[config.mk]
export PLATFORM = sky130hd
export DESIGN_NAME = cpd_engine
export DESIGN_NICKNAME = d
export VERILOG_FILES = /design/src/design/cpd_pkg.sv /design/src/design/cpd_rsp_eval.sv /design/src/design/cpd_engine.sv
export SDC_FILE = /design/constraint.sdc
export NUM_CORES = 2
export LEC_CHECK = 0
export BUFFER_PORTS_ARGS = -buffer_cell sky130_fd_sc_hd__buf_2
export CAP_MARGIN = 20
export CELL_PAD_IN_SITES_DETAIL_PLACEMENT = 0
export CELL_PAD_IN_SITES_GLOBAL_PLACEMENT = 1
export CORE_UTILIZATION = 43
export DETAILED_ROUTE_END_ITERATION = 6
export GPL_TIMING_DRIVEN = 1
export PLACE_DENSITY = 0.72
export SKIP_LAST_GASP = 1
export SYNTH_ARGS = -nofsm -noshare
export SYNTH_HDL_FRONTEND = slang
export SYNTH_HIERARCHICAL = 1
export SYNTH_SLANG_ARGS = --single-unit
[constraint.sdc]
create_clock -name aclk -period 5.7 [get_ports aclk]
set_clock_uncertainty 0.15 [all_clocks]
set_input_delay 1.71 -clock aclk [delete_from_list [all_inputs] [get_ports aclk]]
set_output_delay 1.71 -clock aclk [all_outputs]
set_load 0.05 [all_outputs]
[src/design/cpd_pkg.sv]
package cpd_pkg;

   // -------------------------------------------------------------
   // timing
   // -------------------------------------------------------------
   localparam int unsigned CLK_HZ = 50_000_000;
   localparam int unsigned TIMEOUT_MS = 100;
   localparam int unsigned TIMEOUT_CYC = TIMEOUT_MS * (CLK_HZ / 1000);

   // -------------------------------------------------------------
   // register map (byte addresses)
   // -------------------------------------------------------------
   localparam logic [11:0] MEM_ADDR = 12'h000;
   localparam logic [11:0] CTRL_ADDR = 12'h100;
   localparam logic [11:0] STAT_ADDR = 12'h104;
   localparam int CTRL_START = 0;
   localparam int CTRL_PROTO = 1;
   localparam int CTRL_KIND = 2;
   localparam int CTRL_GROUP = 4;
   localparam int CTRL_NVARS = 8;
   localparam int STAT_BUSY = 0;
   localparam int STAT_DONE = 1;
   localparam int STAT_MON = 16;

   // -------------------------------------------------------------
   // word areas
   // -------------------------------------------------------------
   localparam logic [5:0] WR_AREA = 6'h00;
   localparam logic [5:0] RD_AREA = 6'h20;
   localparam logic [5:0] OPCMD_OFF = 6'h01;
   localparam logic [3:0] MAX_VARS = 4'hC;
   localparam logic [3:0] PM_CLR_FIRST = 4'h4;
   localparam logic [3:0] PM_CLR_LAST = 4'h9;
   localparam logic [3:0] NO_ITEM = 4'h8;
   localparam logic [2:0] GROUP_MAX = 3'h5;

   // -------------------------------------------------------------
   // monitor codes
   // -------------------------------------------------------------
   localparam logic [15:0] RSP_NORMAL = 16'h0000;
   localparam logic [15:0] RSP_PARAM_ERR = 16'h1100;
   localparam logic [7:0] ERR_UPPER = 8'hFF;
   localparam logic [15:0] RSP_CHK_ERR = 16'hFF97;
   localparam logic [15:0] TIMEOUT_CODE = 16'hFFFF;
   localparam logic [15:0] OPCMD_NO_SET = 16'h0600;

   // -------------------------------------------------------------
   // types
   // -------------------------------------------------------------
   typedef enum logic [7:0] {
      ERR_NONE = 8'h00,
      ERR_ADDR_OVF = 8'h04,
      ERR_NOEXEC = 8'h0D,
      ERR_PARITY = 8'h10,
      ERR_FRAMING = 8'h11,
      ERR_OVERRUN = 8'h12,
      ERR_CMD_CHK = 8'h13,
      ERR_FORMAT = 8'h14,
      ERR_NUMERIC = 8'h15,
      ERR_SUBADDR = 8'h16,
      ERR_FRAME_LEN = 8'h18,
      ERR_NVM_WRITE = 8'h21
   } cpd_err_t;

   typedef enum logic [1:0] {
      OP_WRITE_VAR,
      OP_COMMAND,
      OP_READ_ITEM
   } cpd_op_t;

   typedef enum logic [2:0] {
      ST_IDLE,
      ST_START,
      ST_CLEAR,
      ST_ISSUE,
      ST_WAIT,
      ST_STORE,
      ST_FIN
   } cpd_eng_t;

   typedef struct packed {
      cpd_op_t op;
      logic proto;
      logic kind;
      logic [3:0] index;
      logic [7:0] cmd;
      logic [7:0] info;
      logic [31:0] data;
   } cpd_req_t;

   typedef struct packed {
      cpd_err_t err;
      logic chk_ok;
      logic [15:0] resp_code;
      logic [31:0] data;
      logic [15:0] status;
   } cpd_rsp_t;

endpackage

[src/design/cpd_rsp_eval.sv]
`timescale 1ns/100ps
module cpd_rsp_eval #(
   parameter int unsigned TIMEOUT_CYC = cpd_pkg::TIMEOUT_CYC
) (
   // clock and reset
   input wire logic aclk,
   input wire logic aresetn,
   // request taken, response in
   input wire logic arm,
   input wire logic rsp_valid,
   input wire cpd_pkg::cpd_rsp_t rsp,
   // result
   output logic done,
   output logic [15:0] code,
   output logic [31:0] data,
   output logic [15:0] status
);

   typedef struct packed {
      logic waiting;
      logic [31:0] cnt;
      logic done;
      logic [15:0] code;
      logic [31:0] data;
      logic [15:0] status;
   } cpd_ev_t;

   cpd_ev_t s_reg, s_next;

   always_comb begin
      s_next = s_reg;
      s_next.done = 1'b0;
      if (arm) begin
         s_next.waiting = 1'b1;
         s_next.cnt = 32'h0;
      end else if (s_reg.waiting) begin
         if (rsp_valid) begin
            s_next.waiting = 1'b0;
            s_next.done = 1'b1;
            s_next.data = rsp.data;
            s_next.status = rsp.status;
            if (rsp.err != cpd_pkg::ERR_NONE) begin
               s_next.code = {cpd_pkg::ERR_UPPER, rsp.err};
            end else if (!rsp.chk_ok) begin
               s_next.code = cpd_pkg::RSP_CHK_ERR;
            end else begin
               s_next.code = rsp.resp_code;
            end
         end else if (s_reg.cnt == 32'(TIMEOUT_CYC - 1)) begin
            s_next.waiting = 1'b0;
            s_next.done = 1'b1;
            s_next.code = cpd_pkg::TIMEOUT_CODE;
            s_next.data = 32'h0;
            s_next.status = 16'h0;
         end else begin
            s_next.cnt = s_reg.cnt + 32'h1;
         end
      end
   end

   always_ff @(posedge aclk) begin
      if (!aresetn) begin
         s_reg <= '0;
      end else begin
         s_reg <= s_next;
      end
   end

   assign done = s_reg.done;
   assign code = s_reg.code;
   assign data = s_reg.data;
   assign status = s_reg.status;

endmodule

[src/design/cpd_engine.sv]
`timescale 1ns/100ps
module cpd_engine #(
   parameter int unsigned TIMEOUT_CYC = cpd_pkg::TIMEOUT_CYC
) (
   // clock and reset
   input wire logic aclk,
   input wire logic aresetn,
   // axi4-lite write address and data
   input wire logic [11:0] s_axi_awaddr,
   input wire logic s_axi_awvalid,
   output logic s_axi_awready,
   input wire logic [31:0] s_axi_wdata,
   input wire logic [3:0] s_axi_wstrb,
   input wire logic s_axi_wvalid,
   output logic s_axi_wready,
   // axi4-lite write response
   output logic [1:0] s_axi_bresp,
   output logic s_axi_bvalid,
   input wire logic s_axi_bready,
   // axi4-lite read
   input wire logic [11:0] s_axi_araddr,
   input wire logic s_axi_arvalid,
   output logic s_axi_arready,
   output logic [31:0] s_axi_rdata,
   output logic [1:0] s_axi_rresp,
   output logic s_axi_rvalid,
   input wire logic s_axi_rready,
   // component link
   output logic req_valid,
   input wire logic req_ready,
   output cpd_pkg::cpd_req_t req,
   input wire logic rsp_valid,
   input wire cpd_pkg::cpd_rsp_t rsp
);

   typedef struct packed {
      logic [63:0][15:0] mem;
      logic awready;
      logic wready;
      logic arready;
      logic [11:0] awaddr;
      logic aw_got;
      logic [31:0] wdata;
      logic [3:0] wstrb;
      logic w_got;
      logic bvalid;
      logic [1:0] bresp;
      logic rvalid;
      logic [31:0] rdata;
      logic [1:0] rresp;
      logic proto;
      logic kind;
      logic [2:0] group;
      logic [3:0] nvars;
      logic busy;
      logic done;
      logic [15:0] last_mon;
      cpd_pkg::cpd_eng_t st;
      logic opphase;
      logic [3:0] idx;
      logic [1:0] wcnt;
      logic zero;
      logic [15:0] code;
      logic [31:0] data;
      logic [15:0] status;
      logic req_valid;
      cpd_pkg::cpd_req_t req;
   } cpd_state_t;

   cpd_state_t s_reg, s_next;
   logic ev_done;
   logic [15:0] ev_code;
   logic [31:0] ev_data;
   logic [15:0] ev_status;
   logic arm;

   // -------------------------------------------------------------
   // read item tables
   // -------------------------------------------------------------
   // kind 0 = temperature controller, 1 = panel meter
   function automatic logic [7:0] item_mask(input logic kind, input logic [2:0] group);
      logic [7:0] m;
      m = 8'h00;
      if (!kind) begin
         case (group)
            3'h1, 3'h2: m = 8'h03;
            3'h3: m = 8'h0F;
            3'h4: m = 8'h7F;
            3'h5: m = 8'hFF;
            default: m = 8'h00;
         endcase
      end else begin
         case (group)
            3'h1: m = 8'h01;
            3'h2, 3'h3: m = 8'h07;
            3'h4: m = 8'h79;
            3'h5: m = 8'h7F;
            default: m = 8'h00;
         endcase
      end
      return m;
   endfunction

   function automatic logic [4:0] item_off(input logic kind, input logic [3:0] idx);
      logic [4:0] o;
      o = 5'h00;
      if (!kind) begin
         if (idx == 4'h0) o = 5'h01;
         else if (idx == 4'h7) o = 5'h09;
         else o = 5'(idx) + 5'h02;
      end else begin
         if (idx < 4'h3) o = 5'h01 + 5'(idx) * 5'h03;
         else o = 5'h0A + (5'(idx) - 5'h03) * 5'h02;
      end
      return o;
   endfunction

   function automatic logic [1:0] item_nw(input logic kind, input logic [3:0] idx);
      logic [1:0] n;
      if (!kind) n = (idx == 4'h0 || idx == 4'h7) ? 2'h2 : 2'h1;
      else n = (idx < 4'h3) ? 2'h3 : 2'h2;
      return n;
   endfunction

   function automatic logic [3:0] next_item(input logic [7:0] mask, input logic [3:0] from);
      logic [3:0] r;
      r = cpd_pkg::NO_ITEM;
      for (int i = 7; i >= 0; i--) begin
         if (mask[i] && 4'(i) >= from) r = 4'(i);
      end
      return r;
   endfunction

   // -------------------------------------------------------------
   // response timing and classification
   // -------------------------------------------------------------
   assign arm = s_reg.req_valid && req_ready;

   cpd_rsp_eval #(
      .TIMEOUT_CYC(TIMEOUT_CYC)
   ) u_eval (
      .aclk(aclk),
      .aresetn(aresetn),
      .arm(arm),
      .rsp_valid(rsp_valid),
      .rsp(rsp),
      .done(ev_done),
      .code(ev_code),
      .data(ev_data),
      .status(ev_status)
   );

   // -------------------------------------------------------------
   // next state
   // -------------------------------------------------------------
   always_comb begin
      logic eng_wr;
      logic [15:0] opcmd;
      logic [3:0] last;
      logic [3:0] nxt;
      logic [5:0] a;
      logic [7:0] mask;
      logic [1:0] nw;
      eng_wr = 1'b0;
      opcmd = s_reg.mem[cpd_pkg::WR_AREA + cpd_pkg::OPCMD_OFF];
      last = (s_reg.nvars > cpd_pkg::MAX_VARS) ? cpd_pkg::MAX_VARS : s_reg.nvars;
      mask = item_mask(s_reg.kind, s_reg.group);
      nw = item_nw(s_reg.kind, s_reg.idx);
      nxt = next_item(mask, s_reg.idx + 4'h1);
      a = 6'h00;
      s_next = s_reg;
      if (s_reg.req_valid && req_ready) s_next.req_valid = 1'b0;

      case (s_reg.st)
         cpd_pkg::ST_IDLE: begin
         end
         cpd_pkg::ST_START: begin
            s_next.code = cpd_pkg::RSP_NORMAL;
            s_next.zero = 1'b0;
            s_next.wcnt = 2'h0;
            if (!s_reg.proto) begin
               s_next.idx = 4'h1;
               s_next.opphase = (opcmd == cpd_pkg::OPCMD_NO_SET) || (last == 4'h0);
               s_next.st = cpd_pkg::ST_ISSUE;
            end else if (s_reg.group == 3'h0 || s_reg.group > cpd_pkg::GROUP_MAX) begin
               s_next.code = cpd_pkg::RSP_PARAM_ERR;
               s_next.st = cpd_pkg::ST_FIN;
            end else if (s_reg.kind && s_reg.group == 3'h4) begin
               s_next.idx = cpd_pkg::PM_CLR_FIRST;
               s_next.st = cpd_pkg::ST_CLEAR;
            end else begin
               s_next.idx = next_item(mask, 4'h0);
               s_next.st = cpd_pkg::ST_ISSUE;
            end
         end
         cpd_pkg::ST_CLEAR: begin
            eng_wr = 1'b1;
            s_next.mem[cpd_pkg::RD_AREA + 6'(s_reg.idx)] = 16'h0000;
            if (s_reg.idx == cpd_pkg::PM_CLR_LAST) begin
               s_next.idx = next_item(mask, 4'h0);
               s_next.st = cpd_pkg::ST_ISSUE;
            end else begin
               s_next.idx = s_reg.idx + 4'h1;
            end
         end
         cpd_pkg::ST_ISSUE: begin
            s_next.req_valid = 1'b1;
            s_next.req.proto = s_reg.proto;
            s_next.req.kind = s_reg.kind;
            s_next.req.index = s_reg.idx;
            s_next.req.cmd = opcmd[15:8];
            s_next.req.info = opcmd[7:0];
            if (s_reg.proto) begin
               s_next.req.op = cpd_pkg::OP_READ_ITEM;
               s_next.req.data = 32'h0;
            end else if (s_reg.opphase) begin
               s_next.req.op = cpd_pkg::OP_COMMAND;
               s_next.req.data = 32'h0;
            end else begin
               s_next.req.op = cpd_pkg::OP_WRITE_VAR;
               s_next.req.data = {s_reg.mem[{1'b0, s_reg.idx, 1'b1}],
                                  s_reg.mem[{1'b0, s_reg.idx, 1'b0}]};
            end
            s_next.st = cpd_pkg::ST_WAIT;
         end
         cpd_pkg::ST_WAIT: begin
            if (ev_done) begin
               s_next.code = ev_code;
               s_next.data = ev_data;
               s_next.status = ev_status;
               if (!s_reg.proto) begin
                  // a refused variable ends the sequence before the command
                  if (ev_code != cpd_pkg::RSP_NORMAL || s_reg.opphase) begin
                     s_next.st = cpd_pkg::ST_FIN;
                  end else begin
                     s_next.opphase = (s_reg.idx == last);
                     s_next.idx = s_reg.idx + 4'h1;
                     s_next.st = cpd_pkg::ST_ISSUE;
                  end
               end else begin
                  s_next.zero = (ev_code != cpd_pkg::RSP_NORMAL);
                  s_next.wcnt = 2'h0;
                  s_next.st = cpd_pkg::ST_STORE;
               end
            end
         end
         cpd_pkg::ST_STORE: begin
            eng_wr = 1'b1;
            a = cpd_pkg::RD_AREA + 6'(item_off(s_reg.kind, s_reg.idx)) + 6'(s_reg.wcnt);
            if (s_reg.zero) begin
               s_next.mem[a] = 16'h0000;
            end else if (s_reg.wcnt == 2'h0) begin
               s_next.mem[a] = s_reg.data[15:0];
            end else if (s_reg.wcnt == 2'h1 && s_reg.kind) begin
               s_next.mem[a] = s_reg.data[31:16];
            end else begin
               s_next.mem[a] = s_reg.status;
            end
            if (s_reg.wcnt == nw - 2'h1) begin
               s_next.wcnt = 2'h0;
               if (nxt == cpd_pkg::NO_ITEM) begin
                  s_next.st = cpd_pkg::ST_FIN;
               end else begin
                  s_next.idx = nxt;
                  // after a failure the rest of the group is zeroed unread
                  s_next.st = s_reg.zero ? cpd_pkg::ST_STORE : cpd_pkg::ST_ISSUE;
               end
            end else begin
               s_next.wcnt = s_reg.wcnt + 2'h1;
            end
         end
         cpd_pkg::ST_FIN: begin
            eng_wr = 1'b1;
            a = s_reg.proto ? cpd_pkg::RD_AREA : cpd_pkg::WR_AREA;
            s_next.mem[a] = s_reg.code;
            s_next.last_mon = s_reg.code;
            s_next.busy = 1'b0;
            s_next.done = 1'b1;
            s_next.st = cpd_pkg::ST_IDLE;
         end
         default: s_next.st = cpd_pkg::ST_IDLE;
      endcase

      // ----------------------------------------------------------
      // axi4-lite read channel
      // ----------------------------------------------------------
      if (s_reg.rvalid && s_axi_rready) s_next.rvalid = 1'b0;
      if (s_axi_arvalid && s_reg.arready) begin
         s_next.rvalid = 1'b1;
         s_next.rresp = 2'b00;
         if (s_axi_araddr[11:8] == cpd_pkg::MEM_ADDR[11:8]) begin
            s_next.rdata = {16'h0000, s_reg.mem[s_axi_araddr[7:2]]};
         end else if (s_axi_araddr[11:2] == cpd_pkg::CTRL_ADDR[11:2]) begin
            s_next.rdata = 32'h0;
            s_next.rdata[cpd_pkg::CTRL_PROTO] = s_reg.proto;
            s_next.rdata[cpd_pkg::CTRL_KIND] = s_reg.kind;
            s_next.rdata[cpd_pkg::CTRL_GROUP +: 3] = s_reg.group;
            s_next.rdata[cpd_pkg::CTRL_NVARS +: 4] = s_reg.nvars;
         end else if (s_axi_araddr[11:2] == cpd_pkg::STAT_ADDR[11:2]) begin
            s_next.rdata = 32'h0;
            s_next.rdata[cpd_pkg::STAT_BUSY] = s_reg.busy;
            s_next.rdata[cpd_pkg::STAT_DONE] = s_reg.done;
            s_next.rdata[cpd_pkg::STAT_MON +: 16] = s_reg.last_mon;
         end else begin
            s_next.rdata = 32'h0;
            s_next.rresp = 2'b10;
         end
      end
      s_next.arready = !s_next.rvalid;

      // ----------------------------------------------------------
      // axi4-lite write channels
      // ----------------------------------------------------------
      if (s_reg.bvalid && s_axi_bready) s_next.bvalid = 1'b0;
      if (s_axi_awvalid && s_reg.awready) begin
         s_next.awaddr = s_axi_awaddr;
         s_next.aw_got = 1'b1;
      end
      if (s_axi_wvalid && s_reg.wready) begin
         s_next.wdata = s_axi_wdata;
         s_next.wstrb = s_axi_wstrb;
         s_next.w_got = 1'b1;
      end
      // register and memory writes wait for every cycle in which the engine owns the write port
      if (s_reg.aw_got && s_reg.w_got && !s_reg.bvalid && !eng_wr) begin
         s_next.aw_got = 1'b0;
         s_next.w_got = 1'b0;
         s_next.bvalid = 1'b1;
         s_next.bresp = 2'b00;
         if (s_reg.awaddr[11:8] == cpd_pkg::MEM_ADDR[11:8]) begin
            if (s_reg.wstrb[0]) s_next.mem[s_reg.awaddr[7:2]][7:0] = s_reg.wdata[7:0];
            if (s_reg.wstrb[1]) s_next.mem[s_reg.awaddr[7:2]][15:8] = s_reg.wdata[15:8];
         end else if (s_reg.awaddr[11:2] == cpd_pkg::CTRL_ADDR[11:2]) begin
            // settings are frozen while an exchange runs
            if (!s_reg.busy) begin
               if (s_reg.wstrb[0]) begin
                  s_next.proto = s_reg.wdata[cpd_pkg::CTRL_PROTO];
                  s_next.kind = s_reg.wdata[cpd_pkg::CTRL_KIND];
                  s_next.group = s_reg.wdata[cpd_pkg::CTRL_GROUP +: 3];
                  if (s_reg.wdata[cpd_pkg::CTRL_START]) begin
                     s_next.busy = 1'b1;
                     s_next.done = 1'b0;
                     s_next.st = cpd_pkg::ST_START;
                  end
               end
               if (s_reg.wstrb[1]) s_next.nvars = s_reg.wdata[cpd_pkg::CTRL_NVARS +: 4];
            end
         end else if (s_reg.awaddr[11:2] != cpd_pkg::STAT_ADDR[11:2]) begin
            s_next.bresp = 2'b10;
         end
      end
      s_next.awready = !s_next.aw_got && !s_next.bvalid;
      s_next.wready = !s_next.w_got && !s_next.bvalid;
   end

   always_ff @(posedge aclk) begin
      if (!aresetn) begin
         s_reg <= '0;
      end else begin
         s_reg <= s_next;
      end
   end

   // -------------------------------------------------------------
   // outputs
   // -------------------------------------------------------------
   assign s_axi_awready = s_reg.awready;
   assign s_axi_wready = s_reg.wready;
   assign s_axi_bvalid = s_reg.bvalid;
   assign s_axi_bresp = s_reg.bresp;
   assign s_axi_arready = s_reg.arready;
   assign s_axi_rvalid = s_reg.rvalid;
   assign s_axi_rdata = s_reg.rdata;
   assign s_axi_rresp = s_reg.rresp;
   assign req_valid = s_reg.req_valid;
   assign req = s_reg.req;

endmodule

* Yosys cells after proc, flatten, opt, wreduce, memory -nomap -nowiden
Index checks and enable logic that the tools add are counted.
** Cells by class
- Add/subtract/negate cells :: 11
- Reduce and logical (&&, ||, !) cells :: 64
- $lt $le $gt $ge :: 22
- Multipliers :: 1
- Bitwise gates (word level) :: 11
- Eq/ne operators :: 31
- Multiplexer cells :: 135
** Operators by type and width (count)
- $mux W1024 :: 9
- $bwmux W1024 :: 6
- $pmux W1024 S3 :: 1
- $and A1024 B1024 Y1024 :: 2
- $not A1024 Y1024 :: 2
- $demux W16 S6 :: 5
- $mux W32 :: 7
- $mux W16 :: 9
- $mux W65 :: 2
- $bmux W16 S4 :: 2
- $mux W98 :: 1
- $bmux W16 S6 :: 1
- $mux W4 :: 24
- $mux W75 :: 1
- $mux W57 :: 1
- $mux W3 :: 15
- $lt A6 B7 Y1 const B :: 5
- $mux W35 :: 1
- $mux W5 :: 7
- $pmux W17 S2 :: 1
- $mux W33 :: 1
- $add A32 B1 Y32 const B :: 1
- $eq A32 B23 Y1 const B :: 1
- $mux W2 :: 16
- 62 further kinds :: 154
** Storage, ports and cells
- Bits of input ports :: 142
- Bits in registers :: 1354
- Word-level logic and storage cells :: 381

* Logic depth before layout (Yosys ltp)
- Word-level depth :: 24
- Mapped depth :: 22
- Mapped depth without buffers :: 15

* Hierarchy
Netlist, hierarchy kept.
** Modules (own cells, without submodules)
- cpd_engine :: times used 1, cells an instance 6736, area each 64311.7 um^2
- cpd_rsp_eval :: times used 1, cells an instance 445, area each 4350.4 um^2

* Worst setup path after synthesis
Ideal clock, no wire load.
- Kind :: flip-flop to flip-flop
- From :: register s_reg[125] (netlist bit)
- To :: register s_reg[1095] (netlist bit)
- Setup slack :: 0.487 ns
- Data required time :: 5.434 ns
- Arrival time :: 4.947 ns
- Buffers on the path :: 5
- Setup time :: 0.116 ns
- Stages on the path, launching flop included :: 17
- Cell sequence :: dfxtp_1 clkbuf_1 clkbuf_1 clkbuf_1 inv_1 ha_1 a221oi_2 a21o_1 inv_1 fa_1 clkbuf_1 xnor2_1 nand2_2 a211oi_4 buf_6 mux2_2 a31o_2
** Between the ends
- Word-level cells in the longest chain between the ends :: 24
- Elaborated cells on any way between the ends :: 45
** Ends and longest elaborated chain
- start, declared :: RTL line cpd_engine.sv:70 : cpd_state_t s_reg, s_next;
- start signal, assigned :: RTL line cpd_engine.sv:360 : s_reg <= s_next;
- $mul A4 B2 Y5, or another cell as far along :: RTL line cpd_engine.sv:112 : if (idx < 4'h3) o = 5'h01 + 5'(idx) * 5'h03;
- $add A1 B5 Y5, or another cell as far along :: RTL line cpd_engine.sv:112
- $mux W5, on equally long branches :: RTL line cpd_engine.sv:112, cpd_engine.sv:108
- $mux W5 :: RTL line cpd_engine.sv:107 : if (!kind) begin
- $mux W5 :: RTL line cpd_engine.sv:174 : case (s_reg.st)
- $add A6 B5 Y6 :: RTL line cpd_engine.sv:249 : a = cpd_pkg::RD_AREA + 6'(item_off(s_reg.kind, s_reg.idx)) + 6'(s_reg.wcnt);
- $add A6 B2 Y6 :: RTL line cpd_engine.sv:249
- $lt A6 B7 Y1 (implied by the code) / $ge A6 B1 Y1 (equally long branches)
- (+8 left out)
- $bwmux W1024 :: RTL line cpd_engine.sv:331 : if (s_reg.wstrb[0]) s_next.mem[s_reg.awaddr[7:2]][7:0] = s_reg.wdata[7:0];
- $mux W1024 :: RTL line cpd_engine.sv:331
- $mux W1024 :: RTL line cpd_engine.sv:330 : if (s_reg.awaddr[11:8] == cpd_pkg::MEM_ADDR[11:8]) begin
- $mux W1024 :: RTL line cpd_engine.sv:325 : if (s_reg.aw_got && s_reg.w_got && !s_reg.bvalid && !eng_wr) begin
- $bwmux W1024 :: RTL line cpd_engine.sv:332 : if (s_reg.wstrb[1]) s_next.mem[s_reg.awaddr[7:2]][15:8] = s_reg.wdata[15:8];
- $mux W1024 :: RTL line cpd_engine.sv:332
- $mux W1024 :: RTL line cpd_engine.sv:330
- $mux W1024 * :: RTL line cpd_engine.sv:325
Every way passes the cells marked *; elsewhere a longest branch is shown, timed or not. The select of a mux whose other input is x is not followed.
A chain may end at the register's enable or synchronous reset.

* Final worst setup path
- From :: register s_reg[127] (netlist bit)
- To :: register s_reg[811] (netlist bit)
The elaborated chain is that of the path after synthesis.

==> impl_results.md <==
- Worst Path Required: 6.21 ns
- Mean routed wirelength per cell: 30.79 um
- Most common flop cell mapped by yosys: sky130_fd_sc_hd__dfxtp_1
- CP arrival: 5.89 ns
- Final hold violations: 0
- Die ar.: 0.1613 mm^2
- Die height: 401.6 um
- Initial detailed-routing violation count: 8,275
- Class of the tightest hold or removal check: reg2reg
- Post-placement setup slack: 0.4006 ns
- Die width: 401.6 um
- Unrepaired setup endpoints after global routing: no
- Worst IR Drop VDD: 336.5 uV
- Sequential cell area fraction in the yosys report: 39.33%
- Async SR Flop Fraction: 0%
- Maximum clock rate: 185.6 MHz
- Worst Slack Setup Final: 0.3131 ns
- Layout cells sized above 1: 20.57%
- Largest net degree at the start of global routing: 148
- Via count: 60.93k
- Global-route congestion overflow total: 0
- Worst Hold Slack: 0.3036 ns
- Setup crit end kind: register
- # placed instances: 8,892
- Std-Cell Rows: 146
- Area occupied by multi-input gates: 0.03792 mm^2
- Initial core utilization: 43.35%
- Overall power of the completed layout: 0.02065 W
- Count of hold-fix buffers inserted at cts: 0
- Violated checks: design-rule violations
- Kind of critical path: reg2reg
- Worst Tran Pin Value: 1.233 ns
- Worst Setup Start Kind: register
- Top library cells by usage in the layout, fill and taps aside: sky130_fd_sc_hd__dfxtp_1 (1,329), sky130_fd_sc_hd__nand2_1 (737), sky130_fd_sc_hd__a21oi_1 (689), sky130_fd_sc_hd__nor2_1 (661), sky130_fd_sc_hd__o21ai_0 (526)
- Highest net fanout along the worst path: 12
- Number of global-route vias before repair: 56.55k
- Number of flip-flops under the largest register name: 1,156
- Non-filler instance count after layout: 9,181
- Area Overhead vs Synth: 10.99%
- Number of max-slew violations in the final report: 0
- Leading post-synthesis cells by cell area: sky130_fd_sc_hd__dfxtp_1 (39%), sky130_fd_sc_hd__mux4_2 (16%), sky130_fd_sc_hd__mux2i_1 (6.0%)
- Syn Area/Cell: 9.562 um^2
- H-tree depth: 4
- Final Cycle Share: 94.51%
- TritonRoute pass-1 iters: 7
- Gate count of the mapped netlist: 7,181
- Number of synthesized register bits: 1,349
- Placer congestion estimate: 0.9795
- Count of final setup violators: 0
- TritonCTS clock tree: built
- Clock sinks: 1,349
- Post-route minimum period: 5.387 ns
- Total standard cell area after synthesis: 0.06866 mm^2
- Count of flip-flops with a built-in enable after synthesis: 0
- Overall fraction of global-route tracks in use: 34.00%
- First-pass GRT wire length: 405,700 um
- Mean number of vias per cell: 6.636
- Antenna violations before repair: 18
- Number of buffers on the longest clock path: 3
- Count of warnings emitted by yosys: 6
- Number of different library cells in the post-synthesis netlist: 97
- Sum of net half-perimeters after detailed placement: 192,600 um
- Layout fillers: 14.70k
- Result of the run: finished, violations left
- Dominant cell type by area after synthesis: sky130_fd_sc_hd__dfxtp_1
- Root Driver: sky130_fd_sc_hd__clkbuf_16
- Input/output buffers: 215
- Net count, final: 7,141
- Setup_tns: 0 ns
- Clock network latency to the later pin of the worst-skew pair: 0.80 ns
- Antenna Violating Nets Remaining: 0
- Max-slew headroom: 17.25%
- Core outline area: 0.1584 mm^2
- Number of buffers created by CTS: 153
- DRT Wirelength: 282,700 um
- Leak Pwr: 25.33 nW
- I/O pin cnt: 240
- Top cell type's share of synthesized area: 39.33%
- DR DRC count: 4
- Max capacitance violation total: 0
- Clk pin slew, worst setup/hold paths: 0.06 ns
- Pwr per Cell Area: 271.0 mW/mm^2
- Most common library cell in the layout ignoring fill and taps: sky130_fd_sc_hd__dfxtp_1
- Sequential cell area: 0.02704 mm^2
## routing by layer
| metal | track usage [%] | vias to the layer above | wire length, um |
|---|---|---|---|
| met3 | 8.739 | 743 | 31770 |
| li1 | - | 26220 | - |
| met5 | 0 | - | 209 |
| met1 | 45.57 | 30199 | 111900 |
| met2 | 49.99 | 3756 | 121600 |
| met4 | 18.47 | 10 | 17190 |
## worst max-delay path, stage by stage, from the launching register on
cell and delay [ns]:
sky130_fd_sc_hd__dfxtp_2 0.40, sky130_fd_sc_hd__inv_1 0.10, sky130_fd_sc_hd__ha_1 0.44, sky130_fd_sc_hd__nor2b_1 0.58
sky130_fd_sc_hd__a21oi_1 0.16, sky130_fd_sc_hd__a21oi_1 0.14, sky130_fd_sc_hd__ha_1 0.18, sky130_fd_sc_hd__inv_1 0.06
sky130_fd_sc_hd__fa_1 0.62, sky130_fd_sc_hd__xor2_2 0.38, sky130_fd_sc_hd__nand2_1 0.42, sky130_fd_sc_hd__o21ai_0 0.75
sky130_fd_sc_hd__nor2_1 0.42, sky130_fd_sc_hd__a221o_1 0.43
## synthesized netlist by cell type, types with 67 or more instances
cell                          n
sky130_fd_sc_hd__a22oi_1     78
sky130_fd_sc_hd__mux4_2     494
sky130_fd_sc_hd__mux2i_1    412
sky130_fd_sc_hd__a221o_1    124
sky130_fd_sc_hd__nand2_1    739
sky130_fd_sc_hd__buf_4      170
sky130_fd_sc_hd__nor2_1     685
sky130_fd_sc_hd__clkbuf_1   562
sky130_fd_sc_hd__a221oi_1   119
sky130_fd_sc_hd__a21oi_1    689
sky130_fd_sc_hd__nand3_1    269
sky130_fd_sc_hd__dfxtp_1   1349
sky130_fd_sc_hd__buf_1       67
sky130_fd_sc_hd__a31oi_1     88
sky130_fd_sc_hd__o21ai_0    526
## layout make-up
type | instances | area share (%)
multi-input combinational | 4974 | 49.76
sequential | 1349 | 35.48
clock buffer | 221 | 5.863
timing repair buffer | 482 | 4.454
tap | 2072 | 3.402
clock inverter | 55 | 0.9096
inverter | 21 | 0.1133
antenna | 7 | 0.02299
## stage by stage
stage | cell area, um^2 | util, %
floorplan | 68670 | -
global placement | 70900 | 44.76
detailed placement | 70980 | 44.81
CTS | 76140 | 48.07
global route | 76190 | 48.11
finish | 76210 | 48.12
## path summary, 6_finish.rpt
kind / start / to / slack [ns] / cells after the start
min: u_eval/data[17] / s_reg[90] / 0.30 / 2
min reg2reg: u_eval/data[17] / s_reg[90] / 0.30 / 2
max reg2reg: s_reg[127] / s_reg[811] / 0.31 / 13
max: s_reg[127] / s_reg[811] / 0.31 / 13
## logic make-up (layout without fill, tap and decap cells)
family                     after synthesis  in the layout  synth area share [%]
muxes                                  944            944                 22.85
adders and majority gates               18             18                0.3499
AOI/OAI and AO/OA                     1938           1938                 17.83
and+or+nand+nor                       2049           2049                 13.52
buffers and inverters                  859            779                 5.806
other                                    1              9              0.005462
xor gates and xnor gates                23             23                0.3152
DFF                                   1349           1349                 39.33
## power by group
| part | leakage [nW] | total [W] | switching, W | internal [W] |
|---|---|---|---|---|
| logic | 11.9 | 0.000912 | 0.000670 | 0.000242 |
| clock network | 2.55 | 0.0102 | 0.00431 | 0.00593 |
| registers | 10.9 | 0.00950 | 0.0000560 | 0.00944 |
| total | 25.3 | 0.0207 | 0.00504 | 0.0156 |
## timing repair
item                                    CTS  global route
gates resized for setup                   0             0
endpoints found under the hold margin     0             0
buffers inserted                          0             2
endpoints found under the setup margin    0             8
Note: power is estimated with default switching activity, not from simulation.
